==> src/radio_cfg_pkg.sv <==
/*
 Constants for the receive-chain and synthesizer configuration register bank.
 Assumes an 8-bit software register port addressed by full 16-bit offsets.
*/
package radio_cfg_pkg;
   localparam int ADDR_W = 16;
   localparam int DATA_W = 8;
   localparam logic [15:0] LNA_BIAS_OFS = 16'hdf0d;
   localparam logic [15:0] RX_FILT_OFS = 16'hdf0e;
   localparam logic [15:0] MIX_BIAS_OFS = 16'hdf0f;
   localparam logic [15:0] SYN_HIGH_OFS = 16'hdf10;
   localparam logic [15:0] SYN_LOW_OFS = 16'hdf11;
   localparam logic [15:0] IRQ_STATUS_OFS = 16'hdf18;
   localparam logic [15:0] IRQ_MASK_OFS = 16'hdf19;
   localparam logic [7:0] LNA_BIAS_RST = 8'he5;
   localparam logic [5:0] RX_FILT_RST = 6'h2a;
   localparam logic [7:0] MIX_BIAS_RST = 8'h56;
   localparam logic [1:0] LOCK_SEL_RST = 2'h1;
   localparam logic LOCK_LEN_RST = 1'b0;
   localparam logic [1:0] CHAN_HIGH_RST = 2'h1;
   localparam logic [7:0] CHAN_LOW_RST = 8'h65;
   localparam int LNA_COMP_POS = 6;
   localparam int LNA_HIGH_POS = 4;
   localparam int LNA_MED_POS = 2;
   localparam int LNA_LOW_POS = 0;
   localparam int FILT_LOW_BIAS_POS = 5;
   localparam int FILT_MID_BIAS_POS = 4;
   localparam int LOW_REDUCED_POS = 3;
   localparam int MED_REDUCED_POS = 2;
   localparam int HIGH_BOOST_POS = 1;
   localparam int MED_BOOST_POS = 0;
   localparam int MIX_VAR_POS = 6;
   localparam int MIX_TAIL_POS = 4;
   localparam int MIX_CM_POS = 2;
   localparam int MIX_CUR_POS = 0;
   localparam int CHAN_HIGH_POS = 0;
   localparam int LOCK_SEL_POS = 6;
   localparam int CAL_DONE_POS = 5;
   localparam int CAL_RUN_POS = 4;
   localparam int LOCK_LEN_POS = 3;
   localparam int LOCK_STAT_POS = 2;
   localparam logic [11:0] RF_BASE_MHZ = 12'h800;
   localparam logic [11:0] RX_LO_OFFSET_MHZ = 12'h002;
   localparam logic [9:0] LOCK_COUNT_BASE = 10'h040;
   localparam logic [2:0] LOCK_WIN_SHORT = 3'h2;
   localparam logic [2:0] LOCK_WIN_LONG = 3'h4;
   localparam int IRQ_W = 4;
   localparam int IRQ_CAL_DONE = 0;
   localparam int IRQ_LOCK_GAIN = 1;
   localparam int IRQ_LOCK_LOSS = 2;
   localparam int IRQ_CAL_START = 3;
endpackage

==> src/radio_rx_synth_config_regs.sv <==
/*
 Register bank holding receive-chain bias and gain-mode settings and the
 synthesizer controls, with live calibration and lock status and an interrupt.
 Assumes synthesizer status inputs come from another clock domain and are
 synchronised here; software uses a plain strobe port with read data a cycle later.
*/
`timescale 1ns/1ns
`default_nettype none
module radio_rx_synth_config_regs (
   input wire logic clk,
   input wire logic rst,
   input wire logic [radio_cfg_pkg::ADDR_W-1:0] addr,
   input wire logic [radio_cfg_pkg::DATA_W-1:0] wdata,
   input wire logic wr_stb,
   input wire logic rd_stb,
   output logic [radio_cfg_pkg::DATA_W-1:0] rdata,
   input wire logic synth_on,
   input wire logic cal_running_in,
   input wire logic pll_locked_in,
   input wire logic receive_active,
   output logic [1:0] low_step_compensation_current,
   output logic [1:0] high_step_amp_current,
   output logic [1:0] medium_step_amp_current,
   output logic [1:0] low_step_amp_current,
   output logic filter_low_bias_select,
   output logic filter_mid_bias_select,
   output logic low_step_amp_reduced_gain,
   output logic medium_step_amp_reduced_gain,
   output logic high_step_mixer_boost,
   output logic medium_step_mixer_boost,
   output logic [1:0] amp_varactor_select,
   output logic [1:0] mixer_tail_current,
   output logic [1:0] mixer_common_mode_level,
   output logic [1:0] mixer_bias_current,
   output logic [9:0] lock_count_threshold,
   output logic [2:0] lock_window_periods,
   output logic [9:0] channel_word,
   output logic [11:0] rf_channel_word_mhz,
   output logic [11:0] lo_channel_word_mhz,
   output logic [11:0] synth_divider_x4,
   output logic irq
);
   import radio_cfg_pkg::*;

   // Writable fields, one register per field except rx_filt_ff, which holds all six filter bits
   logic [1:0] comp_cur_ff;
   logic [1:0] high_cur_ff;
   logic [1:0] med_cur_ff;
   logic [1:0] low_cur_ff;
   logic [5:0] rx_filt_ff;
   logic [1:0] varactor_ff;
   logic [1:0] tail_cur_ff;
   logic [1:0] cm_level_ff;
   logic [1:0] mix_cur_ff;
   logic [1:0] lock_sel_ff;
   logic lock_len_ff;
   logic [1:0] chan_high_ff;
   logic [7:0] chan_low_ff;
   logic [IRQ_W-1:0] irq_mask_ff;
   // Synchroniser stages, edge history and status
   logic [2:0] sync1_ff;
   logic [2:0] sync2_ff;
   logic on_prev_ff;
   logic cal_prev_ff;
   logic lock_prev_ff;
   logic cal_done_ff;
   logic [IRQ_W-1:0] irq_status_ff;
   // Decodes, edges and read paths
   logic wr_lna;
   logic wr_filt;
   logic wr_mix;
   logic wr_syn_high;
   logic wr_syn_low;
   logic wr_irq_status;
   logic wr_irq_mask;
   logic on_s;
   logic cal_run_s;
   logic lock_s;
   logic on_rise;
   logic cal_rise;
   logic cal_fall;
   logic lock_rise;
   logic lock_fall;
   logic [IRQ_W-1:0] irq_event;
   logic [IRQ_W-1:0] irq_clear;
   logic [7:0] lna_bias_rd;
   logic [7:0] mix_bias_rd;
   logic [7:0] syn_high_rd;
   logic [7:0] irq_status_rd;
   logic [7:0] irq_mask_rd;
   logic [7:0] nxt_rdata;
   logic [9:0] chan_word;
   logic [11:0] rf_sum;

   // Status lines cross from the synthesizer domain; only stage two is read
   always_ff @(posedge clk) begin
      if (rst) begin
         sync1_ff <= 3'h0;
      end else begin
         sync1_ff <= {synth_on, cal_running_in, pll_locked_in};
      end
   end

   always_ff @(posedge clk) begin
      if (rst) begin
         sync2_ff <= 3'h0;
      end else begin
         sync2_ff <= sync1_ff;
      end
   end

   assign on_s = sync2_ff[2];
   assign cal_run_s = sync2_ff[1];
   assign lock_s = sync2_ff[0];

   // Full 16-bit compare, so no alias of the bank ever decodes
   assign wr_lna = wr_stb && (addr == LNA_BIAS_OFS);
   assign wr_filt = wr_stb && (addr == RX_FILT_OFS);
   assign wr_mix = wr_stb && (addr == MIX_BIAS_OFS);
   assign wr_syn_high = wr_stb && (addr == SYN_HIGH_OFS);
   assign wr_syn_low = wr_stb && (addr == SYN_LOW_OFS);
   assign wr_irq_status = wr_stb && (addr == IRQ_STATUS_OFS);
   assign wr_irq_mask = wr_stb && (addr == IRQ_MASK_OFS);

   always_ff @(posedge clk) begin
      if (rst) begin
         comp_cur_ff <= LNA_BIAS_RST[LNA_COMP_POS +: 2];
      end else if (wr_lna) begin
         comp_cur_ff <= wdata[LNA_COMP_POS +: 2];
      end
   end

   always_ff @(posedge clk) begin
      if (rst) begin
         high_cur_ff <= LNA_BIAS_RST[LNA_HIGH_POS +: 2];
      end else if (wr_lna) begin
         high_cur_ff <= wdata[LNA_HIGH_POS +: 2];
      end
   end

   always_ff @(posedge clk) begin
      if (rst) begin
         med_cur_ff <= LNA_BIAS_RST[LNA_MED_POS +: 2];
      end else if (wr_lna) begin
         med_cur_ff <= wdata[LNA_MED_POS +: 2];
      end
   end

   always_ff @(posedge clk) begin
      if (rst) begin
         low_cur_ff <= LNA_BIAS_RST[LNA_LOW_POS +: 2];
      end else if (wr_lna) begin
         low_cur_ff <= wdata[LNA_LOW_POS +: 2];
      end
   end

   always_ff @(posedge clk) begin
      if (rst) begin
         rx_filt_ff <= RX_FILT_RST;
      end else if (wr_filt) begin
         rx_filt_ff <= wdata[5:0];
      end
   end

   always_ff @(posedge clk) begin
      if (rst) begin
         varactor_ff <= MIX_BIAS_RST[MIX_VAR_POS +: 2];
      end else if (wr_mix) begin
         varactor_ff <= wdata[MIX_VAR_POS +: 2];
      end
   end

   always_ff @(posedge clk) begin
      if (rst) begin
         tail_cur_ff <= MIX_BIAS_RST[MIX_TAIL_POS +: 2];
      end else if (wr_mix) begin
         tail_cur_ff <= wdata[MIX_TAIL_POS +: 2];
      end
   end

   always_ff @(posedge clk) begin
      if (rst) begin
         cm_level_ff <= MIX_BIAS_RST[MIX_CM_POS +: 2];
      end else if (wr_mix) begin
         cm_level_ff <= wdata[MIX_CM_POS +: 2];
      end
   end

   always_ff @(posedge clk) begin
      if (rst) begin
         mix_cur_ff <= MIX_BIAS_RST[MIX_CUR_POS +: 2];
      end else if (wr_mix) begin
         mix_cur_ff <= wdata[MIX_CUR_POS +: 2];
      end
   end

   // Only the writable fields take the write; status bits stay live
   always_ff @(posedge clk) begin
      if (rst) begin
         lock_sel_ff <= LOCK_SEL_RST;
      end else if (wr_syn_high) begin
         lock_sel_ff <= wdata[LOCK_SEL_POS +: 2];
      end
   end

   always_ff @(posedge clk) begin
      if (rst) begin
         lock_len_ff <= LOCK_LEN_RST;
      end else if (wr_syn_high) begin
         lock_len_ff <= wdata[LOCK_LEN_POS];
      end
   end

   always_ff @(posedge clk) begin
      if (rst) begin
         chan_high_ff <= CHAN_HIGH_RST;
      end else if (wr_syn_high) begin
         chan_high_ff <= wdata[CHAN_HIGH_POS +: 2];
      end
   end

   always_ff @(posedge clk) begin
      if (rst) begin
         chan_low_ff <= CHAN_LOW_RST;
      end else if (wr_syn_low) begin
         chan_low_ff <= wdata;
      end
   end

   always_ff @(posedge clk) begin
      if (rst) begin
         irq_mask_ff <= {IRQ_W{1'b0}};
      end else if (wr_irq_mask) begin
         irq_mask_ff <= wdata[IRQ_W-1:0];
      end
   end

   // Histories reset to the idle level of each line, so no false edge follows reset
   always_ff @(posedge clk) begin
      if (rst) begin
         on_prev_ff <= 1'b0;
      end else begin
         on_prev_ff <= on_s;
      end
   end

   always_ff @(posedge clk) begin
      if (rst) begin
         cal_prev_ff <= 1'b0;
      end else begin
         cal_prev_ff <= cal_run_s;
      end
   end

   always_ff @(posedge clk) begin
      if (rst) begin
         lock_prev_ff <= 1'b0;
      end else begin
         lock_prev_ff <= lock_s;
      end
   end

   assign on_rise = on_s && !on_prev_ff;
   assign cal_rise = cal_run_s && !cal_prev_ff;
   assign cal_fall = !cal_run_s && cal_prev_ff;
   assign lock_rise = lock_s && !lock_prev_ff;
   assign lock_fall = !lock_s && lock_prev_ff;

   // Turn-on wins over a finish in the same cycle: that finish is of the old session
   always_ff @(posedge clk) begin
      if (rst) begin
         cal_done_ff <= 1'b0;
      end else if (on_rise) begin
         cal_done_ff <= 1'b0;
      end else if (on_s && cal_fall) begin
         cal_done_ff <= 1'b1;
      end
   end

   assign irq_event[IRQ_CAL_DONE] = on_s && cal_fall;
   assign irq_event[IRQ_LOCK_GAIN] = lock_rise;
   assign irq_event[IRQ_LOCK_LOSS] = lock_fall;
   assign irq_event[IRQ_CAL_START] = cal_rise;
   assign irq_clear = wr_irq_status ? wdata[IRQ_W-1:0] : {IRQ_W{1'b0}};

   // Set wins over a clear in the same cycle, so no event is lost to a late clear
   for (genvar i = 0; i < IRQ_W; i++) begin : g_status
      always_ff @(posedge clk) begin
         if (rst) begin
            irq_status_ff[i] <= 1'b0;
         end else if (irq_event[i]) begin
            irq_status_ff[i] <= 1'b1;
         end else if (irq_clear[i]) begin
            irq_status_ff[i] <= 1'b0;
         end
      end
   end

   assign irq = |(irq_status_ff & irq_mask_ff);

   assign lna_bias_rd = {comp_cur_ff, high_cur_ff, med_cur_ff, low_cur_ff};
   assign mix_bias_rd = {varactor_ff, tail_cur_ff, cm_level_ff, mix_cur_ff};

   always_comb begin
      syn_high_rd = 8'h00;
      syn_high_rd[LOCK_SEL_POS +: 2] = lock_sel_ff;
      syn_high_rd[CAL_DONE_POS] = cal_done_ff;
      syn_high_rd[CAL_RUN_POS] = cal_run_s;
      syn_high_rd[LOCK_LEN_POS] = lock_len_ff;
      syn_high_rd[LOCK_STAT_POS] = lock_s;
      syn_high_rd[CHAN_HIGH_POS +: 2] = chan_high_ff;
   end

   assign irq_status_rd = {{(8 - IRQ_W){1'b0}}, irq_status_ff};
   assign irq_mask_rd = {{(8 - IRQ_W){1'b0}}, irq_mask_ff};

   always_comb begin
      case (addr)
         LNA_BIAS_OFS: nxt_rdata = lna_bias_rd;
         RX_FILT_OFS: nxt_rdata = {2'b00, rx_filt_ff};
         MIX_BIAS_OFS: nxt_rdata = mix_bias_rd;
         SYN_HIGH_OFS: nxt_rdata = syn_high_rd;
         SYN_LOW_OFS: nxt_rdata = chan_low_ff;
         IRQ_STATUS_OFS: nxt_rdata = irq_status_rd;
         IRQ_MASK_OFS: nxt_rdata = irq_mask_rd;
         default: nxt_rdata = 8'h00;
      endcase
   end

   // Read data stands for one cycle only, zero otherwise
   always_ff @(posedge clk) begin
      if (rst) begin
         rdata <= 8'h00;
      end else if (rd_stb) begin
         rdata <= nxt_rdata;
      end else begin
         rdata <= 8'h00;
      end
   end

   assign low_step_compensation_current = comp_cur_ff;
   assign high_step_amp_current = high_cur_ff;
   assign medium_step_amp_current = med_cur_ff;
   assign low_step_amp_current = low_cur_ff;
   assign filter_low_bias_select = rx_filt_ff[FILT_LOW_BIAS_POS];
   assign filter_mid_bias_select = rx_filt_ff[FILT_MID_BIAS_POS];
   assign low_step_amp_reduced_gain = rx_filt_ff[LOW_REDUCED_POS];
   assign medium_step_amp_reduced_gain = rx_filt_ff[MED_REDUCED_POS];
   assign high_step_mixer_boost = rx_filt_ff[HIGH_BOOST_POS];
   assign medium_step_mixer_boost = rx_filt_ff[MED_BOOST_POS];
   assign amp_varactor_select = varactor_ff;
   assign mixer_tail_current = tail_cur_ff;
   assign mixer_common_mode_level = cm_level_ff;
   assign mixer_bias_current = mix_cur_ff;
   assign lock_count_threshold = LOCK_COUNT_BASE << lock_sel_ff;
   assign lock_window_periods = lock_len_ff ? LOCK_WIN_LONG : LOCK_WIN_SHORT;
   assign chan_word = {chan_high_ff, chan_low_ff};
   assign channel_word = chan_word;
   assign rf_sum = RF_BASE_MHZ + {2'b00, chan_word};
   assign rf_channel_word_mhz = rf_sum;
   // Divider output carries the integer sum rf_sum unscaled, with no fraction bits
   assign synth_divider_x4 = rf_sum;
   assign lo_channel_word_mhz = receive_active ? rf_sum - RX_LO_OFFSET_MHZ : rf_sum;
endmodule
`default_nettype wire

==> config.mk <==
export PLATFORM = sky130hd
export DESIGN_NAME = radio_rx_synth_config_regs
export DESIGN_NICKNAME = d
export VERILOG_FILES = /design/src/radio_cfg_pkg.sv /design/src/radio_rx_synth_config_regs.sv
export SDC_FILE = /design/constraint.sdc
export NUM_CORES = 1
export LEC_CHECK = 0
export BUFFER_PORTS_ARGS = -buffer_cell sky130_fd_sc_hd__buf_2
export CAP_MARGIN = 10
export CELL_PAD_IN_SITES_DETAIL_PLACEMENT = 1
export CELL_PAD_IN_SITES_GLOBAL_PLACEMENT = 2
export CORE_MARGIN = 1
export CORE_UTILIZATION = 28
export DETAILED_ROUTE_END_ITERATION = 8
export HOLD_SLACK_MARGIN = 0.08
export PLACE_DENSITY = 0.91
export SLEW_MARGIN = 25
export SYNTH_ARGS = -nofsm -noshare
export SYNTH_HDL_FRONTEND = slang
export SYNTH_SLANG_ARGS = --single-unit
==> constraint.sdc <==
create_clock -name clk -period 1.86 [get_ports clk]
set_input_delay 0.093 -clock clk [delete_from_list [all_inputs] [get_ports clk]]
set_output_delay 0.093 -clock clk [all_outputs]
set_load 0.02 [all_outputs]
## After elaboration in Yosys (flattened, before gate mapping)

Index checks and enable logic that the tools add are counted.

- Add/subtract/negate cells: 2
- $mul: 0
- Divide/modulo/power cells: 0
- $lt $le $gt $ge: 0
- Equal/unequal tests: 7
- Shift-type cells: 1
- Mux-type cells: 12
- Bitwise operators: 2
- Reductions and logical operators: 25

Operators with widths:

| cell | number |
|---|---|
| == test 16 bit, second input constant | 7 |
| one-hot mux 8 bit (7 select lines) | 1 |
| logical AND 1 bit | 13 |
| adder 12 x 10 -> 12 bit, first input constant | 1 |
| two-way mux 12 bit | 1 |
| subtractor 12 x 2 -> 12 bit, second input constant | 1 |
| << shifter 7 x 2 -> 10 bit, first input constant | 1 |
| two-way mux 1 bit | 8 |
| nonzero test 2 bit | 4 |
| zero test 1 bit | 5 |
| AND 4 bit | 1 |
| two-way mux 4 bit | 1 |
| OR reduction 2 bit | 2 |
| OR reduction 4 bit | 1 |
| two-way mux 3 bit | 1 |
| NOT 1 bit | 1 |

- Register bits: 61
- Latch bits: 0
- Memory bits (writable): 0
- Bits in read-only memories: 0
- Bits of input ports: 32
- Output and inout port bits: 90
- Word-level logic and storage cells: 74
- Memories kept: 0

## Logic depth before layout (Yosys ltp)

- Depth in word-level cells: 5
- Mapped depth: 6

## Worst setup path before layout

OpenSTA, ideal clock, no wires.

- Path kind: flip-flop to output port
- Start point: register chan_low_ff[3]
- End point: output port lo_channel_word_mhz[10]
- Arrival time: 1.670 ns
- Data required time: 1.767 ns
- Slack: 0.097 ns
- Stages on the path, launching flop included: 5
- Path buffers: 1
- Cells stage by stage: dfxtp_1 -> clkbuf_1 -> nor4_1 -> nand3_1 -> nor4_1

- Longest elaborated chain between the ends: 3

RTL lines:

| item | line | text |
|---|---|---|
| from (decl) | radio_rx_synth_config_regs.sv:58 | `logic [7:0] chan_low_ff;` |
| from (signal assigned) | radio_rx_synth_config_regs.sv:226 | `chan_low_ff <= wdata;` |
| adder 12 x 10 -> 12 bit (*) | radio_rx_synth_config_regs.sv:359 | `assign rf_sum = RF_BASE_MHZ + {2'b00, chan_word};` |
| subtractor 12 x 2 -> 12 bit | radio_rx_synth_config_regs.sv:363 | `assign lo_channel_word_mhz = receive_active ? rf_sum - RX_LO_OFFSET_MHZ : rf_sum;` |
| two-way mux 12 bit (*) | radio_rx_synth_config_regs.sv:363 |  |
| to (decl) | radio_rx_synth_config_regs.sv:39 | `output logic [11:0] lo_channel_word_mhz,` |

Every way passes the cells marked *; elsewhere a longest branch is shown, timed or not.

## Worst setup path after layout

- Start point: register chan_low_ff[2]
- End point: output port lo_channel_word_mhz[6]

Same word-level chain as after synthesis.

==> run summary <==
Initial core utilization - 29.3%
Worst Path Max Fanout - 7
Launch point of the worst path - chan_low_ff[2]$_SDFFE_PP1P_
Worst R2R Path Depth - 4
Site Rows - 38
GR peak layer - met2
Vias in the first global route - 3256
Final slew viol count - 0
Final setup violation count - 0
Tightest Hold Check Type - input pin to register
Max-cap check violation count - 0
Status - finished, final reports clean
CTS sink count - 61
RSZ-0062 raised after global routing - true
Max frequency - 570 MHz
Post-synth EDFFs - 0
Met3 Use GR - 4.68%
Crit start category - register
Area grow syn2layout - 31.6%
DRT iter0 DRCs - 205
Endpoint, Worst Hold - high_step_amp_current[0]$_SDFFE_PP0P_
Hold Fails Final Rpt - 0
CP required - 1770 ps
Clk_skew - 7.52 ps
Syn Inst Count - 380
I/O pins - 122
CTS clk-pin slew, worst paths - 50 ps
Mean Syn Cell Area - 8.51 sq um
NumNets Final - 516
Post-Route WL - 11600 microns
Dpl hpwl - 8420 microns
Final Wtd Congestion - 0.881
Synth area leaders - dfxtp_1 (38%), buf_4 (7.9%), a21oi_1 (6.2%)
Crit. End Element - primary output
Port bufs - 110
TritonCTS Buffers - 9
First-pass GRT wire length - 17600 microns
Cell variety after synth - 46
First drt pass iteration count - 4
Worst skew pair latency - 330 ps
Vias - 3362
Commonest cells post-synth - dfxtp_1 (61), a21oi_1 (40), nand3_1 (38), o21ai_0 (35), buf_4 (34)
WHS Path Cells - 3
Core Region - 0.0110 sq mm
Post-route cell area - 0.00426 sq mm
Grt ovf - 0
Tmin final - 1750 ps
H-tree depth - 3
Post-route ant nets - 0
Yosys top cell area share - 37.7%
R2R setup slack - 500 ps
Placed Instances - 607
Diodes inserted - 0
Die area - 0.0120 sq mm
Max Root-Sink Buffers - 2
Non-filler cells, final - 628
Post-synth ARST share - 0%
Vias per inst - 5.35
Mapped Area - 0.00324 sq mm
Critical path class - register to primary output
Die Height - 109 microns
Slew margin rel. - 66.5%
Critical hold path startpoint - wdata[4]
Gr usage total - 19.7%
Synth warn - 0
Clock Tree Root - clkbuf_16
Ys flop type - dfxtp_1
Initial antenna violation count - 0
Critical Path AT - 1660 ps
Cell Pwr Density - 759 mW/mm^2
Average routed wire per standard cell - 18.5 microns
Synth area leader - dfxtp_1
Leakage - 0.00170 uW
Top-count cell post-synth - dfxtp_1
Post-route clock period utilization - 94.3%
Die W - 109 microns
CTS tree - yes
Met2 Use GR - 32.7%
Post-synthesis register bit count - 61
Fillcell total - 1332
Setup TNS - 0 ps
Peak VDD IR - 0.405 mV
Placed Area - 0.00387 sq mm
Reg2Reg Launch Point - mixer_common_mode_level[1]$_SDFFE_PP0P_
Worst-margin pin slew - 499 ps
Reg-to-reg endpoint - rdata[3]$_SDFF_PP0_
Post-synthesis sequential area ratio - 37.7%
Utilization after layout - 38.6%
Share of post-route cells with drive strength above 1 - 36.9%
DRC - 0
Largest net degree at the start of global routing - 36
Met1 Use GR - 24.3%
-- logic make-up after synthesis --
kind of cell    count (synthesis)  share of synthesized area [%]
compound gates                113                           19.9
xor+xnor                        7                           1.89
fa+ha+maj                       1                          0.387
buf+inv                        66                           12.3
flops                          61                           37.7
mux                             9                           3.13
other cells                     2                          0.232
simple gates                  121                           24.4
-- worst max-delay path: stages (launching register included) --
cell and delay (ps):
dfxtp_1 300, buf_4 160, nor2_1 190, nand2_1 110
o41ai_1 300, nand2_1 110, buf_2 170
-- what timing repair did --
action | CTS | global route
gates resized for setup | 1 | 10
setup buffers | 0 | 1
gates cloned | 0 | 0
hold buffers | 4 | 0
setup endpoints to repair | 1 | 4
pin swaps | 0 | 2
endpoints found under the hold margin | 6 | 0
-- report_power, final --
| part | internal (uW) | total, uW | switching [uW] |
|---|---|---|---|
| sequential | 1320 | 1330 | 6.74 |
| combinational | 82.4 | 246 | 163 |
| clock | 1070 | 1660 | 589 |
-- how the worst max path moves through the flow --
| stage | end | slack, ps |
|---|---|---|
| 6_report | lo_channel_word_mhz[6] | 110 |
| 5_1_grt | lo_channel_word_mhz[6] | -60 |
| 4_1_cts | lo_channel_word_mhz[9] | 20 |
| 3_5_place_dp | chan_low_ff[1]$_SDFFE_PP0P_ | 5 |
| 3_3_place_gp | irq_status_ff[1]$_SDFFE_PP0P_ | 40 |
| 2_1_floorplan | lo_channel_word_mhz[10] | 100 |
-- layout make-up --
class	instances	area (sq um)	share of cell area, %
Clock buffer	12	246	5.79
Clock inverter	4	47.5	1.12
Inverter	8	30.0	0.705
Multi-Input combinational cell	262	1680	39.5
Sequential cell	61	1220	28.7
Tap cell	140	175	4.12
Timing Repair Buffer	141	852	20.0
-- layout by cell type (no fill, tap or decap), types with 6 or more instances in the layout --
cell type	synthesis	layout
nand2_1	7	6
a22oi_1	16	16
or4_1	6	6
a21oi_1	40	40
mux2_2	9	9
inv_1	7	7
clkbuf_16	0	9
nor3_1	8	8
nor2b_1	13	13
nor2_1	9	9
o21ai_1	9	9
dfxtp_1	61	59
nand4_1	6	6
conb_1	2	11
nand3_1	38	37
buf_2	5	108
buf_4	34	24
o21ai_0	35	35
-- sequential cells by signal, summed over array words and instances, names as in the netlist --
name and cells:
low_step_compensation_current 2, irq_status_ff 4, cal_done_ff 1, rdata 8, amp_varactor_select 2, chan_low_ff 8
lock_sel_ff 2, on_prev_ff 1, mixer_common_mode_level 2, irq_mask_ff 4, chan_high_ff 2, mixer_tail_current 2
high_step_amp_current 2, rx_filt_ff 6, medium_step_amp_current 2, sync1_ff 3, low_step_amp_current 2, cal_prev_ff 1
mixer_bias_current 2, sync2_ff 3, lock_len_ff 1, lock_prev_ff 1
-- metrics by stage --
| stage | hold WS [ps] | setup WS (ps) | total power [uW] |
|---|---|---|---|
| global placement | 303 | 36.4 | 1580 |
| CTS | 83.9 | 21.8 | 3240 |
| global route | 91.8 | -58.6 | 3330 |
| detailed placement | 317 | 5.46 | 1590 |
| finish | 92.9 | 106 | 3230 |
| floorplan | 221 | 97.1 | 1490 |
-- layer usage --
layer | up-vias | wire length [microns] | share of wire [%]
met3 | 23 | 798 | 6.9
met4 | 0 | 249 | 2.1
li1 | 1554 | - | -
met5 | - | 0 | 0
met2 | 150 | 5640 | 49
met1 | 1635 | 4930 | 42
Note: power is estimated with default switching activity, not from simulation.
